===== src/cpf_pkg.sv =====
package cpf_pkg;

	// event numbers
	localparam logic [4:0] EV_REQUEST     = 5'h00;
	localparam logic [4:0] EV_COHERENT    = 5'h01;
	localparam logic [4:0] EV_WRITE_BUS   = 5'h02;
	localparam logic [4:0] EV_COMMAND_BUS = 5'h03;
	localparam logic [4:0] EV_READ_BUS    = 5'h04;
	localparam logic [4:0] EV_DATA_SOURCE = 5'h05;
	localparam logic [4:0] EV_RESP_DWORDS = 5'h06;
	localparam logic [4:0] EV_PIPE_START  = 5'h08;
	localparam logic [4:0] EV_CACHE_OUT   = 5'h09;
	localparam logic [4:0] EV_READ_REQ    = 5'h0A;
	localparam logic [4:0] EV_READ_WAIT   = 5'h0B;
	localparam logic [4:0] EV_IO_UNIT0    = 5'h10;
	localparam logic [4:0] EV_IO_UNIT1    = 5'h11;

	// request qualifier layout
	localparam int REQ_PORT_LSB = 24;
	localparam int REQ_CCA_MSB  = 23;
	localparam int REQ_LEN_MSB  = 18;
	localparam int REQ_CMD_MSB  = 15;
	localparam int REQ_TGT_MSB  = 2;
	// coherent request/response qualifier layout
	localparam int COH_IST_MSB  = 24;
	localparam int COH_SPEC_BIT = 18;
	localparam int COH_NOSP_BIT = 17;
	localparam int COH_ICMD_MSB = 16;
	localparam int COH_SC_MSB   = 2;
	// other qualifier layouts
	localparam int ACC_STALL_BIT = 0;
	localparam int SRC_REQ_LSB   = 7;
	localparam int SRC_DATA_LSB  = 0;
	localparam int RSP_TYPE_MSB  = 5;
	localparam int RSP_PORT_LSB  = 0;
	localparam int HIT_KIND_MSB  = 17;
	localparam int HIT_ALLOC_BIT = 19;
	localparam int HIT_NOALC_BIT = 18;
	localparam int HIT_MERGE_BIT = 21;
	localparam int HIT_NOMRG_BIT = 20;
	localparam int HIT_PORT_LSB  = 0;

	// register byte offsets
	localparam logic [7:0] REG_EVENT_SELECT = 8'h00;
	localparam logic [7:0] REG_QUALIFIER0   = 8'h04;
	localparam logic [7:0] REG_QUALIFIER1   = 8'h08;
	localparam logic [7:0] REG_ACTIVITY     = 8'h0C;
	localparam int         SEL1_LSB         = 8;
	localparam logic [31:0] QUAL_RESET      = 32'hFFFFFFFF;
	localparam logic [4:0]  SEL_RESET       = 5'h1F;

	localparam int TAG_W = 4;
	localparam int INC_W = 5;

	typedef enum logic [3:0] {
		CMD_LEGACY_WR    = 4'h0,
		CMD_LEGACY_RD    = 4'h1,
		CMD_LOAD_MISS    = 4'h2,
		CMD_STORE_MISS   = 4'h3,
		CMD_IO_COH_READ  = 4'h4,
		CMD_UPGRADE      = 4'h5,
		CMD_EVICTION     = 4'h6,
		CMD_WINV_PARTIAL = 4'h7,
		CMD_WINV_FULL    = 4'h8,
		CMD_LINE_INVAL   = 4'h9,
		CMD_COPYOUT      = 4'hA,
		CMD_COPYOUT_INV  = 4'hB,
		CMD_BARRIER      = 4'hC,
		CMD_READ_ALWAYS  = 4'hD
	} cpf_cmd_e;

	typedef struct packed {
		logic             valid;
		logic [2:0]       port;
		logic [2:0]       cca;       // 0 write-through .. 4 coherent shared
		logic [1:0]       len;       // 0:1, 1:2, 2:4 dwords
		cpf_cmd_e         cmd;
		logic [1:0]       target;    // 0 memory, 1 control space, 2 io space
		logic             nc_cacheop;
		logic             l1_evict;
		logic             coh_mode;
		logic [TAG_W-1:0] tag;
	} cpf_req_s;

	typedef struct packed {
		logic             valid;
		logic [TAG_W-1:0] tag;
	} cpf_done_s;

	typedef struct packed {
		logic       valid;
		logic [2:0] istate;    // 0 excl+data .. 4 shared, 5 invalid
		logic       spec_ok;
		logic       spec;
		logic [3:0] icmd;      // 0..13, highest qualifier bit first
		logic       sc_ok;
		logic [1:0] sc_kind;   // 0 plain, 1 kept, 2 cancelled
	} cpf_coh_s;

	typedef struct packed {
		logic wr_valid;
		logic wr_accept;
		logic cmd_valid;
		logic cmd_accept;
		logic rd_valid;
	} cpf_bus_s;

	typedef struct packed {
		logic       valid;
		cpf_cmd_e   cmd;
		logic [2:0] req_port;
		logic [2:0] source;    // 0 L2/memory, n processor on port n-1
	} cpf_share_s;

	typedef struct packed {
		logic [7:0]      valid;
		logic [7:0][1:0] kind; // 0 ok, 1 write ack, 2 read data
	} cpf_rsp_s;

	typedef struct packed {
		logic       valid;
		logic [3:0] kind;      // 0 read miss .. 9 other
		logic [2:0] port;
		logic       alloc_ok;
		logic       alloc;
		logic       merge_ok;
		logic       merged;
	} cpf_hit_s;

	typedef struct packed {
		logic        valid;
		logic [30:0] info;
	} cpf_io_s;

endpackage

===== src/cpf_filter.sv =====
`timescale 1ns/100ps
module cpf_filter
	import cpf_pkg::*;
(
	input  wire logic               CLK,
	input  wire logic               RST_N,
	input  wire logic               CE,
	input  wire logic               HSEL,
	input  wire logic [31:0]        HADDR,
	input  wire logic [1:0]         HTRANS,
	input  wire logic               HWRITE,
	input  wire logic [2:0]         HSIZE,
	input  wire logic [31:0]        HWDATA,
	input  wire logic               HREADY,
	output logic      [31:0]        HRDATA,
	output logic                    HREADYOUT,
	output logic                    HRESP,
	input  wire cpf_req_s           REQ,
	input  wire cpf_req_s           RD_START,
	input  wire cpf_done_s          RD_DONE,
	input  wire cpf_coh_s           COH,
	input  wire cpf_bus_s           BUS,
	input  wire cpf_share_s         SHARE,
	input  wire cpf_rsp_s           RSP,
	input  wire logic [5:0]         PIPE,
	input  wire cpf_hit_s           HIT,
	input  wire cpf_io_s            IO_UNIT0_SIDEBAND_INFO,
	input  wire cpf_io_s            IO_UNIT1_SIDEBAND_INFO,
	output logic [1:0][INC_W-1:0]   INC
);

	logic [1:0][4:0]       event_sel;
	logic [1:0][31:0]      qual;
	logic                  wr_pend;
	logic [7:0]            wr_addr;
	logic [1:0][INC_W-1:0] next_inc;
	logic [1:0][INC_W-1:0] pending;

	// request command after eviction reclassification
	function automatic cpf_cmd_e eff_cmd(input cpf_req_s r);
		if (r.cmd == CMD_LEGACY_WR && r.l1_evict && r.coh_mode)
			return CMD_EVICTION;
		return r.cmd;
	endfunction

	function automatic logic port_ok(input logic [31:0] q, input cpf_req_s r);
		return q[REQ_PORT_LSB + int'(r.port)];
	endfunction

	function automatic logic cca_ok(input logic [31:0] q, input cpf_req_s r);
		if (r.nc_cacheop)
			return 1'b1;
		if (r.cca > 3'h4)
			return 1'b0;
		return q[REQ_CCA_MSB - int'(r.cca)];
	endfunction

	function automatic logic tgt_ok(input logic [31:0] q, input cpf_req_s r);
		if (r.target > 2'h2)
			return 1'b0;
		return q[REQ_TGT_MSB - int'(r.target)];
	endfunction

	function automatic logic req_match(input logic [31:0] q, input cpf_req_s r);
		cpf_cmd_e c;
		logic     len_used;
		logic     len_ok;
		logic     cmd_ok;
		c = eff_cmd(r);
		len_used = (c == CMD_LEGACY_RD) || (c == CMD_LEGACY_WR) || (c == CMD_IO_COH_READ) ||
			(c == CMD_WINV_PARTIAL) || (c == CMD_WINV_FULL);
		len_ok = (r.len > 2'h2) ? 1'b0 : q[REQ_LEN_MSB - int'(r.len)];
		// read-always has no bit of its own and shares the load-miss bit
		if (c == CMD_READ_ALWAYS)
			cmd_ok = q[REQ_CMD_MSB - int'(CMD_LOAD_MISS)];
		else
			cmd_ok = q[REQ_CMD_MSB - int'(c)];
		// all groups must match, the length group only for commands that carry a length, the cca group only when nc_cacheop is clear
		return port_ok(q, r) && cca_ok(q, r) && (!len_used || len_ok) && cmd_ok && tgt_ok(q, r);
	endfunction

	function automatic logic rd_match(input logic [31:0] q, input cpf_req_s r);
		return port_ok(q, r) && cca_ok(q, r) && tgt_ok(q, r);
	endfunction

	function automatic logic coh_match(input logic [31:0] q, input cpf_coh_s c);
		logic st_ok;
		logic sp_ok;
		logic ic_ok;
		logic sc_ok;
		// bits 31..25 are never looked at
		st_ok = (c.istate > 3'h5) ? 1'b0 : q[COH_IST_MSB - int'(c.istate)];
		sp_ok = !c.spec_ok || (c.spec ? q[COH_SPEC_BIT] : q[COH_NOSP_BIT]);
		ic_ok = (c.icmd > 4'hD) ? 1'b0 : q[COH_ICMD_MSB - int'(c.icmd)];
		sc_ok = !c.sc_ok || ((c.sc_kind > 2'h2) ? 1'b0 : q[COH_SC_MSB - int'(c.sc_kind)]);
		return st_ok && sp_ok && ic_ok && sc_ok;
	endfunction

	function automatic logic share_match(input logic [31:0] q, input cpf_share_s s);
		logic is_read;
		is_read = (s.cmd == CMD_LOAD_MISS) || (s.cmd == CMD_IO_COH_READ) ||
			(s.cmd == CMD_STORE_MISS) || (s.cmd == CMD_READ_ALWAYS);
		if (!is_read || s.source > 3'h6)
			return 1'b0;
		return q[SRC_REQ_LSB + int'(s.req_port)] && q[SRC_DATA_LSB + int'(s.source)];
	endfunction

	function automatic logic rsp_match(input logic [31:0] q, input cpf_rsp_s r);
		logic [2:0] p;
		logic [1:0] k;
		p = q[RSP_PORT_LSB +: 3];
		k = r.kind[p];
		// only the one encoded port is looked at
		return r.valid[p] && (k <= 2'h2) && q[RSP_TYPE_MSB - (2 - int'(k))];
	endfunction

	function automatic logic hit_match(input logic [31:0] q, input cpf_hit_s h);
		logic kind_ok;
		logic al_ok;
		logic mg_ok;
		kind_ok = (h.kind > 4'h9) ? 1'b0 : q[HIT_KIND_MSB - (9 - int'(h.kind))];
		al_ok = !h.alloc_ok || (h.alloc ? q[HIT_ALLOC_BIT] : q[HIT_NOALC_BIT]);
		mg_ok = !h.merge_ok || (h.merged ? q[HIT_MERGE_BIT] : q[HIT_NOMRG_BIT]);
		return h.valid && kind_ok && al_ok && mg_ok && q[HIT_PORT_LSB + int'(h.port)];
	endfunction

	// ---------------- bus slave: zero wait states, always OKAY
	logic addr_ok;
	logic [7:0] addr_lo;
	assign addr_ok = HSEL && HREADY && HTRANS[1];
	assign addr_lo = {HADDR[7:2], 2'b00};

	always_ff @(posedge CLK or negedge RST_N) begin
		if (!RST_N) begin
			HREADYOUT <= 1'b0;
			HRESP     <= 1'b0;
		end else begin
			HREADYOUT <= 1'b1;
			HRESP     <= 1'b0;
		end
	end

	always_ff @(posedge CLK or negedge RST_N) begin
		if (!RST_N) begin
			wr_pend <= 1'b0;
			wr_addr <= 8'h00;
		end else if (CE) begin
			if (HREADY) begin
				wr_pend <= addr_ok && HWRITE;
				wr_addr <= addr_lo;
			end
		end
	end

	always_ff @(posedge CLK or negedge RST_N) begin
		if (!RST_N) begin
			event_sel <= {SEL_RESET, SEL_RESET};
			qual      <= {QUAL_RESET, QUAL_RESET};
		end else if (CE && wr_pend) begin
			unique case (wr_addr)
				REG_EVENT_SELECT: begin
					event_sel[0] <= HWDATA[4:0];
					event_sel[1] <= HWDATA[SEL1_LSB +: 5];
				end
				REG_QUALIFIER0: qual[0] <= HWDATA;
				REG_QUALIFIER1: qual[1] <= HWDATA;
				default: ;
			endcase
		end
	end

	// read data is ready for the data phase that follows the address phase
	always_ff @(posedge CLK or negedge RST_N) begin
		if (!RST_N) begin
			HRDATA <= 32'h00000000;
		end else if (CE && HREADY) begin
			HRDATA <= 32'h00000000;
			if (addr_ok && !HWRITE) begin
				unique case (addr_lo)
					REG_EVENT_SELECT: HRDATA <= {19'h00000, event_sel[1], 3'h0, event_sel[0]};
					REG_QUALIFIER0:   HRDATA <= qual[0];
					REG_QUALIFIER1:   HRDATA <= qual[1];
					REG_ACTIVITY:     HRDATA <= {3'h0, pending[1], 3'h0, pending[0],
						3'h0, INC[1], 3'h0, INC[0]};
					default:          HRDATA <= 32'h00000000;
				endcase
			end
		end
	end

	// ---------------- per-counter selection and matching
	for (genvar ch = 0; ch < 2; ch++) begin : g_chan
		logic [(1<<TAG_W)-1:0] tracked;
		logic [INC_W-1:0]      open_cnt;
		logic                  start_hit;
		logic                  done_hit;
		logic                  start_new;

		// a tag is only tracked when the read itself matched
		assign start_hit = RD_START.valid && rd_match(qual[ch], RD_START);
		assign done_hit  = RD_DONE.valid && tracked[RD_DONE.tag];
		assign start_new = start_hit && !tracked[RD_START.tag];

		always_ff @(posedge CLK or negedge RST_N) begin
			if (!RST_N) begin
				tracked <= '0;
			end else if (CE) begin
				if (done_hit)
					tracked[RD_DONE.tag] <= 1'b0;
				if (start_hit)
					tracked[RD_START.tag] <= 1'b1;
			end
		end

		always_ff @(posedge CLK or negedge RST_N) begin
			if (!RST_N) begin
				open_cnt <= '0;
			end else if (CE) begin
				open_cnt <= INC_W'(open_cnt + INC_W'(start_new) - INC_W'(done_hit &&
					!(start_hit && RD_START.tag == RD_DONE.tag)));
			end
		end
		assign pending[ch] = open_cnt;

		always_comb begin
			next_inc[ch] = '0;
			// selection per counter
			unique case (event_sel[ch])
				EV_REQUEST:
					next_inc[ch] = INC_W'(REQ.valid && req_match(qual[ch], REQ));
				EV_COHERENT:
					next_inc[ch] = INC_W'(COH.valid && coh_match(qual[ch], COH));
				EV_WRITE_BUS:
					next_inc[ch] = INC_W'(qual[ch][ACC_STALL_BIT] ? BUS.wr_valid :
						(BUS.wr_valid && BUS.wr_accept));
				EV_COMMAND_BUS:
					next_inc[ch] = INC_W'(qual[ch][ACC_STALL_BIT] ? BUS.cmd_valid :
						(BUS.cmd_valid && BUS.cmd_accept));
				EV_READ_BUS:
					next_inc[ch] = INC_W'(BUS.rd_valid);
				EV_DATA_SOURCE:
					next_inc[ch] = INC_W'(SHARE.valid && share_match(qual[ch], SHARE));
				EV_RESP_DWORDS:
					next_inc[ch] = INC_W'(rsp_match(qual[ch], RSP));
				EV_PIPE_START:
					next_inc[ch] = INC_W'(|(PIPE & qual[ch][5:0]));
				EV_CACHE_OUT:
					next_inc[ch] = INC_W'(hit_match(qual[ch], HIT));
				EV_READ_REQ:
					next_inc[ch] = INC_W'(start_hit);
				EV_READ_WAIT:
					next_inc[ch] = open_cnt;
				EV_IO_UNIT0:
					next_inc[ch] = INC_W'(IO_UNIT0_SIDEBAND_INFO.valid);
				EV_IO_UNIT1:
					next_inc[ch] = INC_W'(IO_UNIT1_SIDEBAND_INFO.valid);
				default:
					next_inc[ch] = '0;
			endcase
		end

		always_ff @(posedge CLK or negedge RST_N) begin
			if (!RST_N)
				INC[ch] <= '0;
			else if (CE)
				INC[ch] <= next_inc[ch];
		end
	end

endmodule // cpf_filter


===== config.mk =====
export PLATFORM = sky130hd
export DESIGN_NAME = cpf_filter
export DESIGN_NICKNAME = d
export VERILOG_FILES = /design/src/cpf_pkg.sv /design/src/cpf_filter.sv
export SDC_FILE = /design/constraint.sdc
export NUM_CORES = 1
export LEC_CHECK = 0
export ABC_AREA = 1
export BUFFER_PORTS_ARGS = -buffer_cell sky130_fd_sc_hd__buf_2
export CAP_MARGIN = 20
export CELL_PAD_IN_SITES_DETAIL_PLACEMENT = 0
export CELL_PAD_IN_SITES_GLOBAL_PLACEMENT = 1
export CORE_MARGIN = 5
export CORE_UTILIZATION = 39
export CTS_BUF_LIST = sky130_fd_sc_hd__clkbuf_2 sky130_fd_sc_hd__clkbuf_4 sky130_fd_sc_hd__clkbuf_8
export DETAILED_ROUTE_END_ITERATION = 16
export PLACE_DENSITY_LB_ADDON = 0.2
export SLEW_MARGIN = 20
export SYNTH_ARGS = -nofsm -noshare
export SYNTH_HDL_FRONTEND = slang
export SYNTH_SLANG_ARGS = --single-unit

===== constraint.sdc =====
create_clock -name CLK -period 4.3 [get_ports CLK]
set_input_delay 0.215 -clock CLK [delete_from_list [all_inputs] [get_ports CLK]]
set_output_delay 0.215 -clock CLK [all_outputs]
set_load 0.02 [all_outputs]

## Yosys cells after proc, flatten, opt, wreduce, memory -nomap -nowiden

Index checks and enable logic that the tools add are counted.

| cells by class | value |
|---|---|
| shift operators | 0 |
| $lt $le $gt $ge | 36 |
| add/sub/neg operators | 23 |
| reduce and logical (&&, ||, !) cells | 107 |
| div/mod/pow operators | 0 |
| muxes and demuxes | 199 |
| eq/ne operators | 44 |
| bitwise operators | 7 |
| multipliers | 0 |

Operators by type and width:

| operator | number |
|---|---|
| $bmux 1 s5 | 28 |
| $mux 1 | 140 |
| $pmux 5 s13 | 2 |
| $pmux 32 s4 | 1 |
| $mux 16 | 6 |
| $logic_and 1x1->1 | 60 |
| $eq 5x4->1 const B | 8 |
| $lt 6x7->1 const B | 5 |
| $and 16x16->16 | 2 |
| $mux 32 | 1 |
| $or 16x16->16 | 2 |
| $eq 5x3->1 const B | 6 |
| $lt 5x7->1 const B | 4 |
| $logic_or 1x1->1 | 22 |
| $lt 3x7->1 const B | 3 |
| $eq 4x3->1 const B | 5 |
| $eq 4x4->1 const B | 5 |
| $eq 5x2->1 const B | 4 |
| $eq 5x5->1 const B | 4 |
| $mux 4 | 5 |
| $bmux 1 s3 | 6 |
| $eq 6x2->1 const B | 3 |
| $sub 5x3->6 const A | 3 |
| $bmux 1 s4 | 4 |
| other kinds (37) | 87 |

| storage, ports and cells | value |
|---|---|
| memories kept | 0 |
| bits of input ports | 259 |
| latch bits | 0 |
| memory bits (read-only) | 0 |
| memory bits (writable) | 0 |
| logic and storage cells | 430 |
| bits in registers | 166 |

## Logic depth before layout (Yosys ltp)

Gate-level depths: netlist (run 1).

| depth | value |
|---|---|
| word-level depth | 19 |
| gate-level depth with buffers | 23 |

## Worst setup path after synthesis (run 1)

No wires, ideal clock.

| timing | value |
|---|---|
| path type | register to register |
| start | register qual[33] in the netlist's numbering |
| end | register g_chan[1].open_cnt[4] |
| library setup time | 125 ps |
| setup slack | 1,230 ps |
| arrival time | 2,945 ps |
| stages on the path, launching flop included | 21 |
| data required time | 4,175 ps |
| cell sequence | dfstp_2 -> buf_2 -> inv_2 -> o21ai_0 -> a21oi_1 -> nor2_1 -> and3_1 -> buf_4 -> buf_4 -> nand3_1 -> ha_1 -> inv_1 -> ha_1 -> fa_1 -> nand2_1 -> nand2_1 -> a21oi_1 -> nand2_1 -> nand2_1 -> nor2_1 -> xor2_1 |

| on the way | value |
|---|---|
| word-level cells in the longest chain between the ends | 12 |
| elaborated cells between the ends (all ways) | 21 |
| classes of those cells | add/sub: 2; mux: 12; reduce/logical: 7 |

Ends and longest elaborated chain:

| what | line | text |
|---|---|---|
| start: declaration | cpf_filter.sv:33 | `logic [1:0][31:0] qual;` |
| start signal: assignment | cpf_filter.sv:158 | `qual <= {QUAL_RESET, QUAL_RESET};` |
| $bmux 1 s5 | cpf_filter.sv:55 | `return q[REQ_CCA_MSB - int'(r.cca)];` |
| $mux 1 (implied by the code) (2 in a row) | cpf_filter.sv:55 |  |
| $mux 1 | cpf_filter.sv:55 |  |
| $mux 1 | cpf_filter.sv:53 | `if (r.cca > 3'h4)` |
| $logic_and 1x1->1 | cpf_filter.sv:83 | `return port_ok(q, r) && cca_ok(q, r) && tgt_ok(q, r);` |
| $logic_and 1x1->1 (*) | cpf_filter.sv:83 |  |
| $logic_and 1x1->1 (*) | cpf_filter.sv:200 | `assign start_hit = RD_START.valid && rd_match(qual[ch], RD_START);` |
| parallel branches: the longest is 3 deep, another holds $add 5x1->5 | -- |  |
| $sub 5x1->5 (*) | cpf_filter.sv:219 | `open_cnt <= INC_W'(open_cnt + INC_W'(start_new) - INC_W'(done_hit &&` |
| end signal: assignment | cpf_filter.sv:219 |  |
| end: declaration | cpf_filter.sv:194 | `logic [INC_W-1:0] open_cnt;` |

Every way passes the cells marked *. The select of a mux whose other input is x is not followed.
A chain may end at the register's enable or synchronous reset.

## Final worst setup path (run 1)

| timing | value |
|---|---|
| start | register qual[60] in the netlist's numbering |
| end | register g_chan[1].open_cnt[4] |

The elaborated chain is that of the path after synthesis.

==> results of run 1 <==
## layout make-up
class | instances | area [um2] | area share (%)
Sequential cell | 166 | 4250 | 28.6
Timing Repair Buffer | 245 | 1450 | 9.74
Clock buffer | 18 | 241 | 1.63
Tap cell | 442 | 553 | 3.73
Multi-Input combinational cell | 1467 | 7080 | 47.7
Antenna cell | 4 | 10.0 | 0.0674
Inverter | 291 | 1090 | 7.36
Clock inverter | 14 | 169 | 1.14
## path summary, 6_finish.rpt
| check | start | to | slack [ps] | depth (start not counted) |
|---|---|---|---|---|
| setup / recovery | qual[60] | g_chan[1].open_cnt[4] | 740 | 17 |
| hold / removal | HWDATA[0] | event_sel[0] | 30 | 3 |
| setup reg to reg | qual[60] | g_chan[1].open_cnt[4] | 740 | 17 |
| hold reg to reg | HRDATA[2] | HRDATA[2] | 490 | 2 |
| max in group asynchronous | RST_N | event_sel[5] | 2840 | 3 |
| min in group asynchronous | RST_N | g_chan[0].tracked[11] | 310 | 2 |
## cells by family after synthesis
logic type | synth area share, %
buf+inv | 12.1
xor+xnor | 1.09
compound gates | 21.4
simple gates | 29.6
fa+ha+maj | 2.74
other cells | 0.0583
flops | 33.0
## synth_stat cells (3+ instances only)
| master | number | area, um2 |
|---|---|---|
| clkbuf_1 | 46 | 173 |
| nor3_1 | 11 | 55.1 |
| nand3_1 | 183 | 916 |
| o211ai_1 | 23 | 173 |
| buf_6 | 4 | 45.0 |
| o221ai_1 | 17 | 149 |
| inv_1 | 278 | 1040 |
| inv_2 | 10 | 37.5 |
| buf_4 | 9 | 67.6 |
| a221oi_1 | 3 | 26.3 |
| a21oi_1 | 119 | 596 |
| clkbuf_2 | 4 | 20.0 |
| o22ai_1 | 40 | 250 |
| o21ai_1 | 32 | 160 |
| ha_1 | 25 | 313 |
| dfstp_2 | 74 | 1940 |
| buf_2 | 32 | 160 |
| nor2_1 | 110 | 413 |
| nand2_1 | 585 | 2200 |
| xor2_1 | 9 | 78.8 |
| nand4_1 | 15 | 93.8 |
| xnor2_1 | 7 | 61.3 |
| dfrtp_1 | 92 | 2300 |
| o21ai_0 | 243 | 1220 |
| clkinv_1 | 3 | 11.3 |
| a22oi_1 | 15 | 113 |
| nand3b_1 | 3 | 22.5 |
## sequential cells by signal (all words and copies together) (netlist names)
signal           cells
qual                64
g_chan.open_cnt     10
wr_addr              6
g_chan.tracked      32
wr_pend              1
INC                 10
event_sel           10
HREADYOUT            1
HRDATA              32
## worst min-delay path: stages
cell	delay, ps
buf_2	100
inv_1	110
o21ai_0	100
## per-layer routing
layer  vias up  wire length [um]
met3        61              3520
met1      6690             22800
met2       536             22800
li1       6950                 -
met4         0              1120
met5         -                 0
## power by group through the flow
stage | Combinational, mW | Sequential, mW | Clock, mW
after CTS | 1.45 | 2.00 | 1.25
after global placement | 1.39 | 2.02 | 0
after floorplan | 0.996 | 1.91 | 0
final | 1.46 | 2.00 | 1.22
after detailed placement | 1.42 | 2.02 | 0
after global routing | 1.66 | 2.02 | 1.30
## timing repair
item / 4_1_cts / 5_1_grt
hold buffers: 37 / 0
hold endpoints to repair: 112 / 0
endpoints found under the setup margin: 0 / 0
==> flow_summary.ini, run 1 <==
[outcome]
status = finished clean

[pwr]
share_comb_of_total_power_pct = 31.2
p_leak_nw = 7.10
powerDensity_mw_per_mm2 = 316
p_switching_mw = 1.86
irDropWorstVdd_uv = 243
p_sw_share_pct = 39.8
power_mw = 4.69
clkPwrFrac_pct = 26.0
seqPwrFrac_pct = 42.8
p_int_mw = 2.82

[sta]
worst_slack_ps = 743
hold_viol_final = 0
clock_skew_ps = 18.6
slew_violations = 0
setup_violations = 0
rsz0062_at_grt = false
max_freq_ghz = 0.281
fin_setup_tns_ps = 0
post-route-min-period_ps = 3560
hold_slack_ps = 29.0
maxSlewHeadroom_pct = 30.2
worst_pin_slew_ps = 1040
period_share_pct = 82.7

[clock_network]
numCtsBuffers = 17
post-cts-setup-buffers = 0
cts.sinks = 166
cts_root_buffer = clkbuf_8
cts_resized = 0
clock_latency_ps = 510
cts_max_level = 4
cts_tree = done
clk_pin_slew_ps = 100
cts_max_path_buffers = 2

[floorplanning]
core_area_mm2 = 0.0325
die_height_um = 192
fp-row-count = 66
initial_core_util_pct = 39.6
die_area_mm2 = 0.0368
die_w_um = 192
ioPinCount = 303

[place]
dpl.hpwl_um = 38600
routabilityCongestion = 0.971
port_buffers = 197
place_ws_ps = 782
place_area_mm2 = 0.0140
dpl.cell_count = 2574

[drt]
drtPass1Iterations = 6
num_vias = 14200
wire_per_inst_um = 19.0
routed_wl_um = 50200
routed_via_density = 5.38
drtIter0Drc = 1291
ant_nets = 0
remaining_drc_errors = 0

[global_routing]
grt_max_degree = 80
antenna_found_initial = 4
grt_pass1_wl_um = 76600
overflow = 0
track_usage_pct = 27.1
globalRouteMet3Util_pct = 4.58
global_route.usage.met2_pct = 42.5
grt_pass1_vias = 13500
grt_busiest_layer = met2
use_met1_pct = 38.5

[setup_path]
startpoint_type = flop
crit_required_ps = 4700
cp_slowest_cell = dfstp_2
crit_chain = inv_1 > o21ai_0 > nand3_1 > nand2_1 > and3_1 > nand3_1 > ha_1 > inv_1 > ha_1 > fa_1 > nand2_1 > nand2_1 > a21oi_1 > nand2_1 > nand2_1 > nor2_1 > xor2_1
crit_family = simple AND/OR/NAND/NOR gates
cpPeakStageDelay_ps = 630
worstPathArrival_ps = 3960
end_kind = flop
cp_common_cell = nand2_1
cp_max_fo = 8
path_class = flop to flop
cp_num_buf_inv = 2

[synth]
synth_area_mm2 = 0.0129
yosysWarnings = 0
avgSynthCellArea_um2 = 6.38
syn_nets = 2306
synth.ff_latch_count = 166
async_reset_ff_share_pct = 100
postSynthCellCount = 2020
synth-edff-count = 0
ys_types = 48
yosysSeqAreaShare_pct = 33.0
ys.flop_type = dfrtp_1

[layout]
drive_gt1_share_pct = 15.3
final_common_cell = nand2_1
stdcell_area_mm2 = 0.0148
n_fill_cell = 3486
final_core_util_pct = 45.6
layout_common_cells = nand2_1 (584), inv_1 (278), o21ai_0 (243), buf_2 (196), nand3_1 (182)
num-nets-final = 2474
synthToLayoutAreaGrowth_pct = 15.2
instances_no_fill = 2647

[hold_path]
holdCritPathClass = input port to flop

[run]
maxCapViolCount = 0
Note: power is estimated with default switching activity, not from simulation.
==> run 2: changes to the inputs <==
==> constraint.sdc (replaced) <==
create_clock -name CLK -period 3.5 [get_ports CLK]
set_input_delay 0.175 -clock CLK [delete_from_list [all_inputs] [get_ports CLK]]
set_output_delay 0.175 -clock CLK [all_outputs]
set_load 0.02 [all_outputs]
==> run 2 against run 1 <==
  * Wire length up 2.2%
  * Clock power up 20%
  * Clock skew up 6.1 ps
  * Sequential power up 21%
  * Flip-flop and latch count unchanged
  * Total power up 24%
  * Combinational power up 29%
  * Cell count up 1.1%
  * Maximum frequency up 9.1%
  * Hold slack better by 180 ps
  * Critical endpoint unchanged
  * Highest routed layer is now met5
==> flow_summary.ini, run 2 (synthesis results as in run 1) <==
[clock_network]
numCtsBuffers = 17
cts_max_path_buffers = 2
cts_tree = done
clock_latency_ps = 510
cts_root_buffer = clkbuf_8
post-cts-setup-buffers = 0
cts_max_level = 4
cts.sinks = 166
clk_pin_slew_ps = 110

[layout]
instances_no_fill = 2676
drive_gt1_share_pct = 16.4
layout_common_cells = nand2_1 (583), inv_1 (278), o21ai_0 (242), buf_2 (196), nand3_1 (182)
final_common_cell = nand2_1
biggestRegsByFlops = qual: 64 flops, HRDATA: 32 flops, g_chan.tracked: 32 flops
synthToLayoutAreaGrowth_pct = 17.1
largest_register_ffs = 64
largest-register = qual
num-nets-final = 2504
final_core_util_pct = 46.3

[sta]
period_share_pct = 93.2
hold_viol_final = 0
setup_violations = 0
max_freq_ghz = 0.307
clock_skew_ps = 24.7
worst_pin_slew_ps = 972
maxSlewHeadroom_pct = 35.0
post-route-min-period_ps = 3260
slew_violations = 0

[place]
routabilityCongestion = 0.989
dpl.cell_count = 2600
dpl.hpwl_um = 39100
port_buffers = 197

[pwr]
share_comb_of_total_power_pct = 32.5
p_switching_mw = 2.34
seqPwrFrac_pct = 42.0
power_mw = 5.79
p_int_mw = 3.45
p_sw_share_pct = 40.4
powerDensity_mw_per_mm2 = 384
p_leak_nw = 7.22
irDropWorstVdd_uv = 325
clkPwrFrac_pct = 25.4

[floorplanning]
die_height_um = 192
ioPinCount = 303
die_area_mm2 = 0.0368
initial_core_util_pct = 39.6
fp-row-count = 66
die_w_um = 192
core_area_mm2 = 0.0325

[setup_path]
path_class = flop to flop
end_kind = flop
crit_required_ps = 3890
cp_max_fo = 5
worstPathArrival_ps = 3660
startpoint_type = flop

[drt]
wire_per_inst_um = 19.2
routed_wl_um = 51300
drtIter0Drc = 1306
drt-met1-wl_um = 22800
routed_via_density = 5.36
top_layer = met5
wl_met3_um = 3870
wl_met2_um = 23300
ant_nets = 0
drtPass1Iterations = 6
remaining_drc_errors = 0
num_vias = 14300

[global_routing]
track_usage_pct = 27.5
grt_pass1_vias = 13600
antenna_found_initial = 4
overflow = 0
grt_pass1_wl_um = 77400
grt_max_degree = 90

[hold_path]
holdCritPathClass = input port to flop

[outcome]
status = finished clean

[run]
maxCapViolCount = 0
==> run 2: cell types whose count changed in the layout (fill, tap and decap cells not counted), moves of 2 or more <==
cell	previous run	this run
dlygate4sd3_1	37	41
buf_4	11	36
clkinv_4	3	0
nand2_2	2	4
clkinv_2	2	0
clkinvlp_4	1	3
inv_6	3	6
==> run 2: power by group through the flow <==
stage / registers [mW] / clock network, mW / logic (mW)
2_1_floorplan: 2.35 / 0 / 1.22
3_3_place_gp: 2.45 / 0 / 1.79
3_5_place_dp: 2.45 / 0 / 1.82
4_1_cts: 2.42 / 1.51 / 1.87
5_1_grt: 2.46 / 1.59 / 2.12
6_report: 2.43 / 1.47 / 1.88
==> run 2: what timing repair did <==
item,CTS,global route
hold buffers,41,0
setup endpoints to repair,0,2
endpoints found under the hold margin,96,0
resized for setup,0,4
==> run 2: final cells by class <==
type / instances / area (um2)
fillers: 3545 / 17500
multi-input cells: 1467 / 7080
flip-flops and latches: 166 / 4250
repair buffers: 275 / 1690
inverters: 291 / 1090
well taps: 442 / 553
clock buffers: 18 / 248
clock inverters: 14 / 155
diodes: 3 / 7.51
==> run 2: worst paths after layout <==
| check | startpoint | endpoint | slack, ps | depth (start not counted) |
|---|---|---|---|---|
| worst max-delay path | qual[54] | g_chan[1].open_cnt[4] | 240 | 19 |
| worst min-delay path | RD_DONE[2] | g_chan[0].tracked[8] | 200 | 5 |
| worst max register to register | qual[54] | g_chan[1].open_cnt[4] | 240 | 19 |
| worst min register to register | HRDATA[9] | HRDATA[9] | 490 | 2 |
| max in group asynchronous | RST_N | qual[17] | 2320 | 3 |
| min in group asynchronous | RST_N | g_chan[0].tracked[9] | 230 | 2 |
==> run 2: per-layer routing <==
layer	vias to the layer above	global-route usage (%)
met5	-	0
met4	2	7.71
met3	74	5.49
met2	522	43.4
met1	6733	38.5
li1	7005	-
==> run 2: worst max-delay path, stage by stage (launching register included) <==
cell and delay (ps):
dfstp_2 560, inv_1 100, a21oi_1 130, o21ai_0 110, nand2_1 80, nand2_1 50, nand2_1 150, and3_2 280
nand3_1 100, ha_1 290, inv_1 60, ha_1 210, fa_1 420, nand2_1 90, nand2_1 50, a21oi_1 180
nand2_1 70, nand2_1 60, nor2_1 50, xor2_1 130
==> run 2: stage by stage <==
stage / hold slack, ps / TNS [ps] / worst slack (ps) / area (um2)
2_1_floorplan: -121 / 0 / 430 / 12900
3_3_place_gp: 212 / 0 / 249 / 14300
3_5_place_dp: 218 / 0 / 257 / 14300
4_1_cts: 166 / 0 / 232 / 15100
5_1_grt: 198 / -21.8 / -21.8 / 15100
6_report: 204 / 0 / 239 / 15100
==> run 3: changes to the inputs <==
--- a/config.mk
+++ b/config.mk
@@ -5,16 +5,15 @@
 export SDC_FILE = /design/constraint.sdc
 export NUM_CORES = 1
 export LEC_CHECK = 0
-export ABC_AREA = 1
 export BUFFER_PORTS_ARGS = -buffer_cell sky130_fd_sc_hd__buf_2
 export CAP_MARGIN = 20
 export CELL_PAD_IN_SITES_DETAIL_PLACEMENT = 0
 export CELL_PAD_IN_SITES_GLOBAL_PLACEMENT = 1
 export CORE_MARGIN = 5
-export CORE_UTILIZATION = 39
+export CORE_UTILIZATION = 44
 export CTS_BUF_LIST = sky130_fd_sc_hd__clkbuf_2 sky130_fd_sc_hd__clkbuf_4 sky130_fd_sc_hd__clkbuf_8
 export DETAILED_ROUTE_END_ITERATION = 16
-export PLACE_DENSITY_LB_ADDON = 0.2
+export PLACE_DENSITY_LB_ADDON = 0.15
 export SLEW_MARGIN = 20
 export SYNTH_ARGS = -nofsm -noshare
 export SYNTH_HDL_FRONTEND = slang
==> run 3 against run 2 <==
  * Clock power grew 5%
  * Highest routed layer unchanged
  * Largest cell class unchanged
  * Combinational power shrank 26%
  * Flip-flop and latch count is the same
  * Non-clock buffer count grew 24
  * Wire length shrank 16%
==> flow_summary.ini, run 3 <==
[drt]
ant_nets = 0
wire_per_inst_um = 24.8
drtPass1Iterations = 5
routed_via_density = 6.13
drtIter0Drc = 1214
remaining_drc_errors = 0
routed_wl_um = 43200
num_vias = 10700

[setup_path]
rr_worst_depth = 13
crit_required_ps = 3880
reg2reg_slack_ps = 160
worstPathArrival_ps = 3720
end_kind = flop
cpPeakStageDelay_ps = 470
reg2reg_from = g_chan[1].tracked[15]
crit_chain = mux4_2 > mux4_2 > and2_4 > a21boi_0 > ha_1 > inv_1 > ha_1 > fa_1 > a21o_1 > a21oi_2 > xnor2_1 > nand2_1 > xnor2_1
cp_max_fo = 3
crit_start = g_chan[1].tracked[15]
crit_family = multiplexers
reg2reg_to = g_chan[1].open_cnt[4]
cp_slowest_cell = mux4_2
cp_num_buf_inv = 1
startpoint_type = flop
path_class = flop to flop

[layout]
num-nets-final = 1636
layout_common_cells = buf_2 (196), o21ai_0 (116), mux2_2 (107), dfrtp_1 (92), mux4_2 (88)
final_common_cell = buf_2
synthToLayoutAreaGrowth_pct = 19.3
biggestRegsByFlops = qual: 64 flops, HRDATA: 32 flops, g_chan.tracked: 32 flops
largest_register_ffs = 64
drive_gt1_share_pct = 42.8
final_core_util_pct = 53.2
largest-register = qual
n_fill_cell = 2590

[synth]
yosys.area.top_type = dfrtp_1
avgSynthCellArea_um2 = 11.1
syn_nets = 1404
synth-edff-count = 0
synth.ff_latch_count = 166
yosysSeqAreaShare_pct = 34.3
synth_area_mm2 = 0.0124
synth_compound_area_share_pct = 13.2
ys.flop_type = dfrtp_1
yosys.area_share.xor_xnor_pct = 1.41
synth_common_cells = o21ai_0 (116), mux2_2 (107), dfrtp_1 (92)
synth_top_area_share_pct = 18.6
async_reset_ff_share_pct = 100
synthAdderAreaFrac_pct = 2.85
yosysWarnings = 0
postSynthCellCount = 1118
netlist_top_cells_area = dfrtp_1 (19%), mux4_2 (16%), dfstp_2 (16%), mux2_2 (9.7%), mux2i_1 (5.2%)
synth_top_family_by_area = multiplexers
ys_types = 80
synth-simple-area-share_pct = 10.4
synthMuxAreaShare_pct = 33.1
yosysMostFrequentCell = o21ai_0

[place]
dpl.hpwl_um = 32000
port_buffers = 197
routabilityCongestion = 0.911

[sta]
fin_setup_tns_ps = 0
clock_skew_ps = 23.8
hold_viol_final = 0
hold_slack_ps = 23.4
maxSlewHeadroom_pct = 35.6
max_freq_ghz = 0.299
period_share_pct = 95.5
rsz0062_at_grt = false
post-route-min-period_ps = 3340
worst_pin_slew_ps = 961
setup_violations = 0
slew_violations = 0

[global_routing]
overflow = 0
grt_pass1_vias = 10500
grt_pass1_wl_um = 64600
antenna_found_initial = 3
grt_max_degree = 90
track_usage_pct = 27.1

[outcome]
status = finished clean

[floorplanning]
ioPinCount = 303
die_w_um = 178
die_height_um = 178
core_area_mm2 = 0.0278
die_area_mm2 = 0.0316
initial_core_util_pct = 44.6
fp-row-count = 61

[hold_path]
hold-path-endpoint = qual[3]
holdCritPathClass = input port to flop
hold_depth = 2
min_from = HWDATA[3]

[clock_network]
cts_root_buffer = clkbuf_8
cts.sinks = 166
clk_pin_slew_ps = 110
cts_tree = done
cts_max_level = 4
clock_latency_ps = 490
cts_max_path_buffers = 2
numCtsBuffers = 17

[pwr]
power_mw = 5.23
p_leak_nw = 6.30
powerDensity_mw_per_mm2 = 354
irDropWorstVdd_uv = 203

[run]
maxCapViolCount = 0
## run 3: cell count changes after synthesis, sizes merged, moves of 65 or more
cell / previous run / this run
mux4: 0 / 98
o21ai: 275 / 116
nand2: 588 / 80
inv: 288 / 45
nor2: 113 / 48
mux2: 0 / 108
a21oi: 119 / 22
nand3: 184 / 18
## run 3: final cells by class
| class | instances | area [um2] | area share, % |
|---|---|---|---|
| Antenna cell | 1 | 2.50 | 0.0169 |
| Clock buffer | 18 | 241 | 1.63 |
| Clock inverter | 14 | 185 | 1.25 |
| Inverter | 45 | 169 | 1.14 |
| Multi-Input combinational cell | 821 | 7590 | 51.3 |
| Sequential cell | 166 | 4250 | 28.7 |
| Tap cell | 378 | 473 | 3.20 |
| Timing Repair Buffer | 299 | 1870 | 12.7 |
## run 3: worst max path at each step
stage / cells after the start / end
floorplan: 17 / g_chan[0].open_cnt[4]
global placement: 17 / g_chan[0].open_cnt[4]
detailed placement: 17 / g_chan[0].open_cnt[4]
CTS: 13 / g_chan[1].open_cnt[4]
global route: 15 / g_chan[0].open_cnt[4]
finish: 13 / g_chan[1].open_cnt[4]
## run 3: power breakdown
part	switching (mW)	internal, mW	total [mW]
Sequential	0.211	2.08	2.29
Clock	0.870	0.677	1.55
Combinational	0.688	0.707	1.39
Total	1.77	3.47	5.23
## run 3: repair_timing
action,CTS,global route
buffers inserted,0,2
hold buffers,36,0
hold endpoints to repair,110,0
setup endpoints to repair,0,2
gates resized for setup,0,5
## run 3: per-stage QoR
stage	setup WS [ps]	area, um2	instances
after floorplan	11.7	12400	1118
after global placement	-21.3	14000	1671
after detailed placement	-47.9	14000	1671
after CTS	82.2	14700	1739
after global routing	6.87	14800	1742
final	158	14800	1742
## run 3: logic make-up (layout without fill, tap and decap cells)
group	count (synthesis)	after routing
AOI/OAI and AO/OA	255	255
xor gates and xnor gates	20	20
adders and majority gates	27	27
buffers and inverters	131	376
DFF	166	166
muxes	270	270
other	2	3
and+or+nand+nor	247	247
## run 3: routing by layer
| metal | routed length (um) | GRT usage (%) |
|---|---|---|
| met5 | 23 | 0 |
| met4 | 1120 | 7.77 |
| met3 | 3570 | 5.60 |
| met2 | 19700 | 41.3 |
| met1 | 18800 | 39.2 |
## run 3: worst reg2reg max path, delay by kind of cell (launching register included)
family,cells,cell delay [ps]
compound gates,3,440
xor+xnor,2,250
fa+ha+maj,3,890
buf+inv,1,40
flops,1,420
mux,2,930
simple gates,2,260
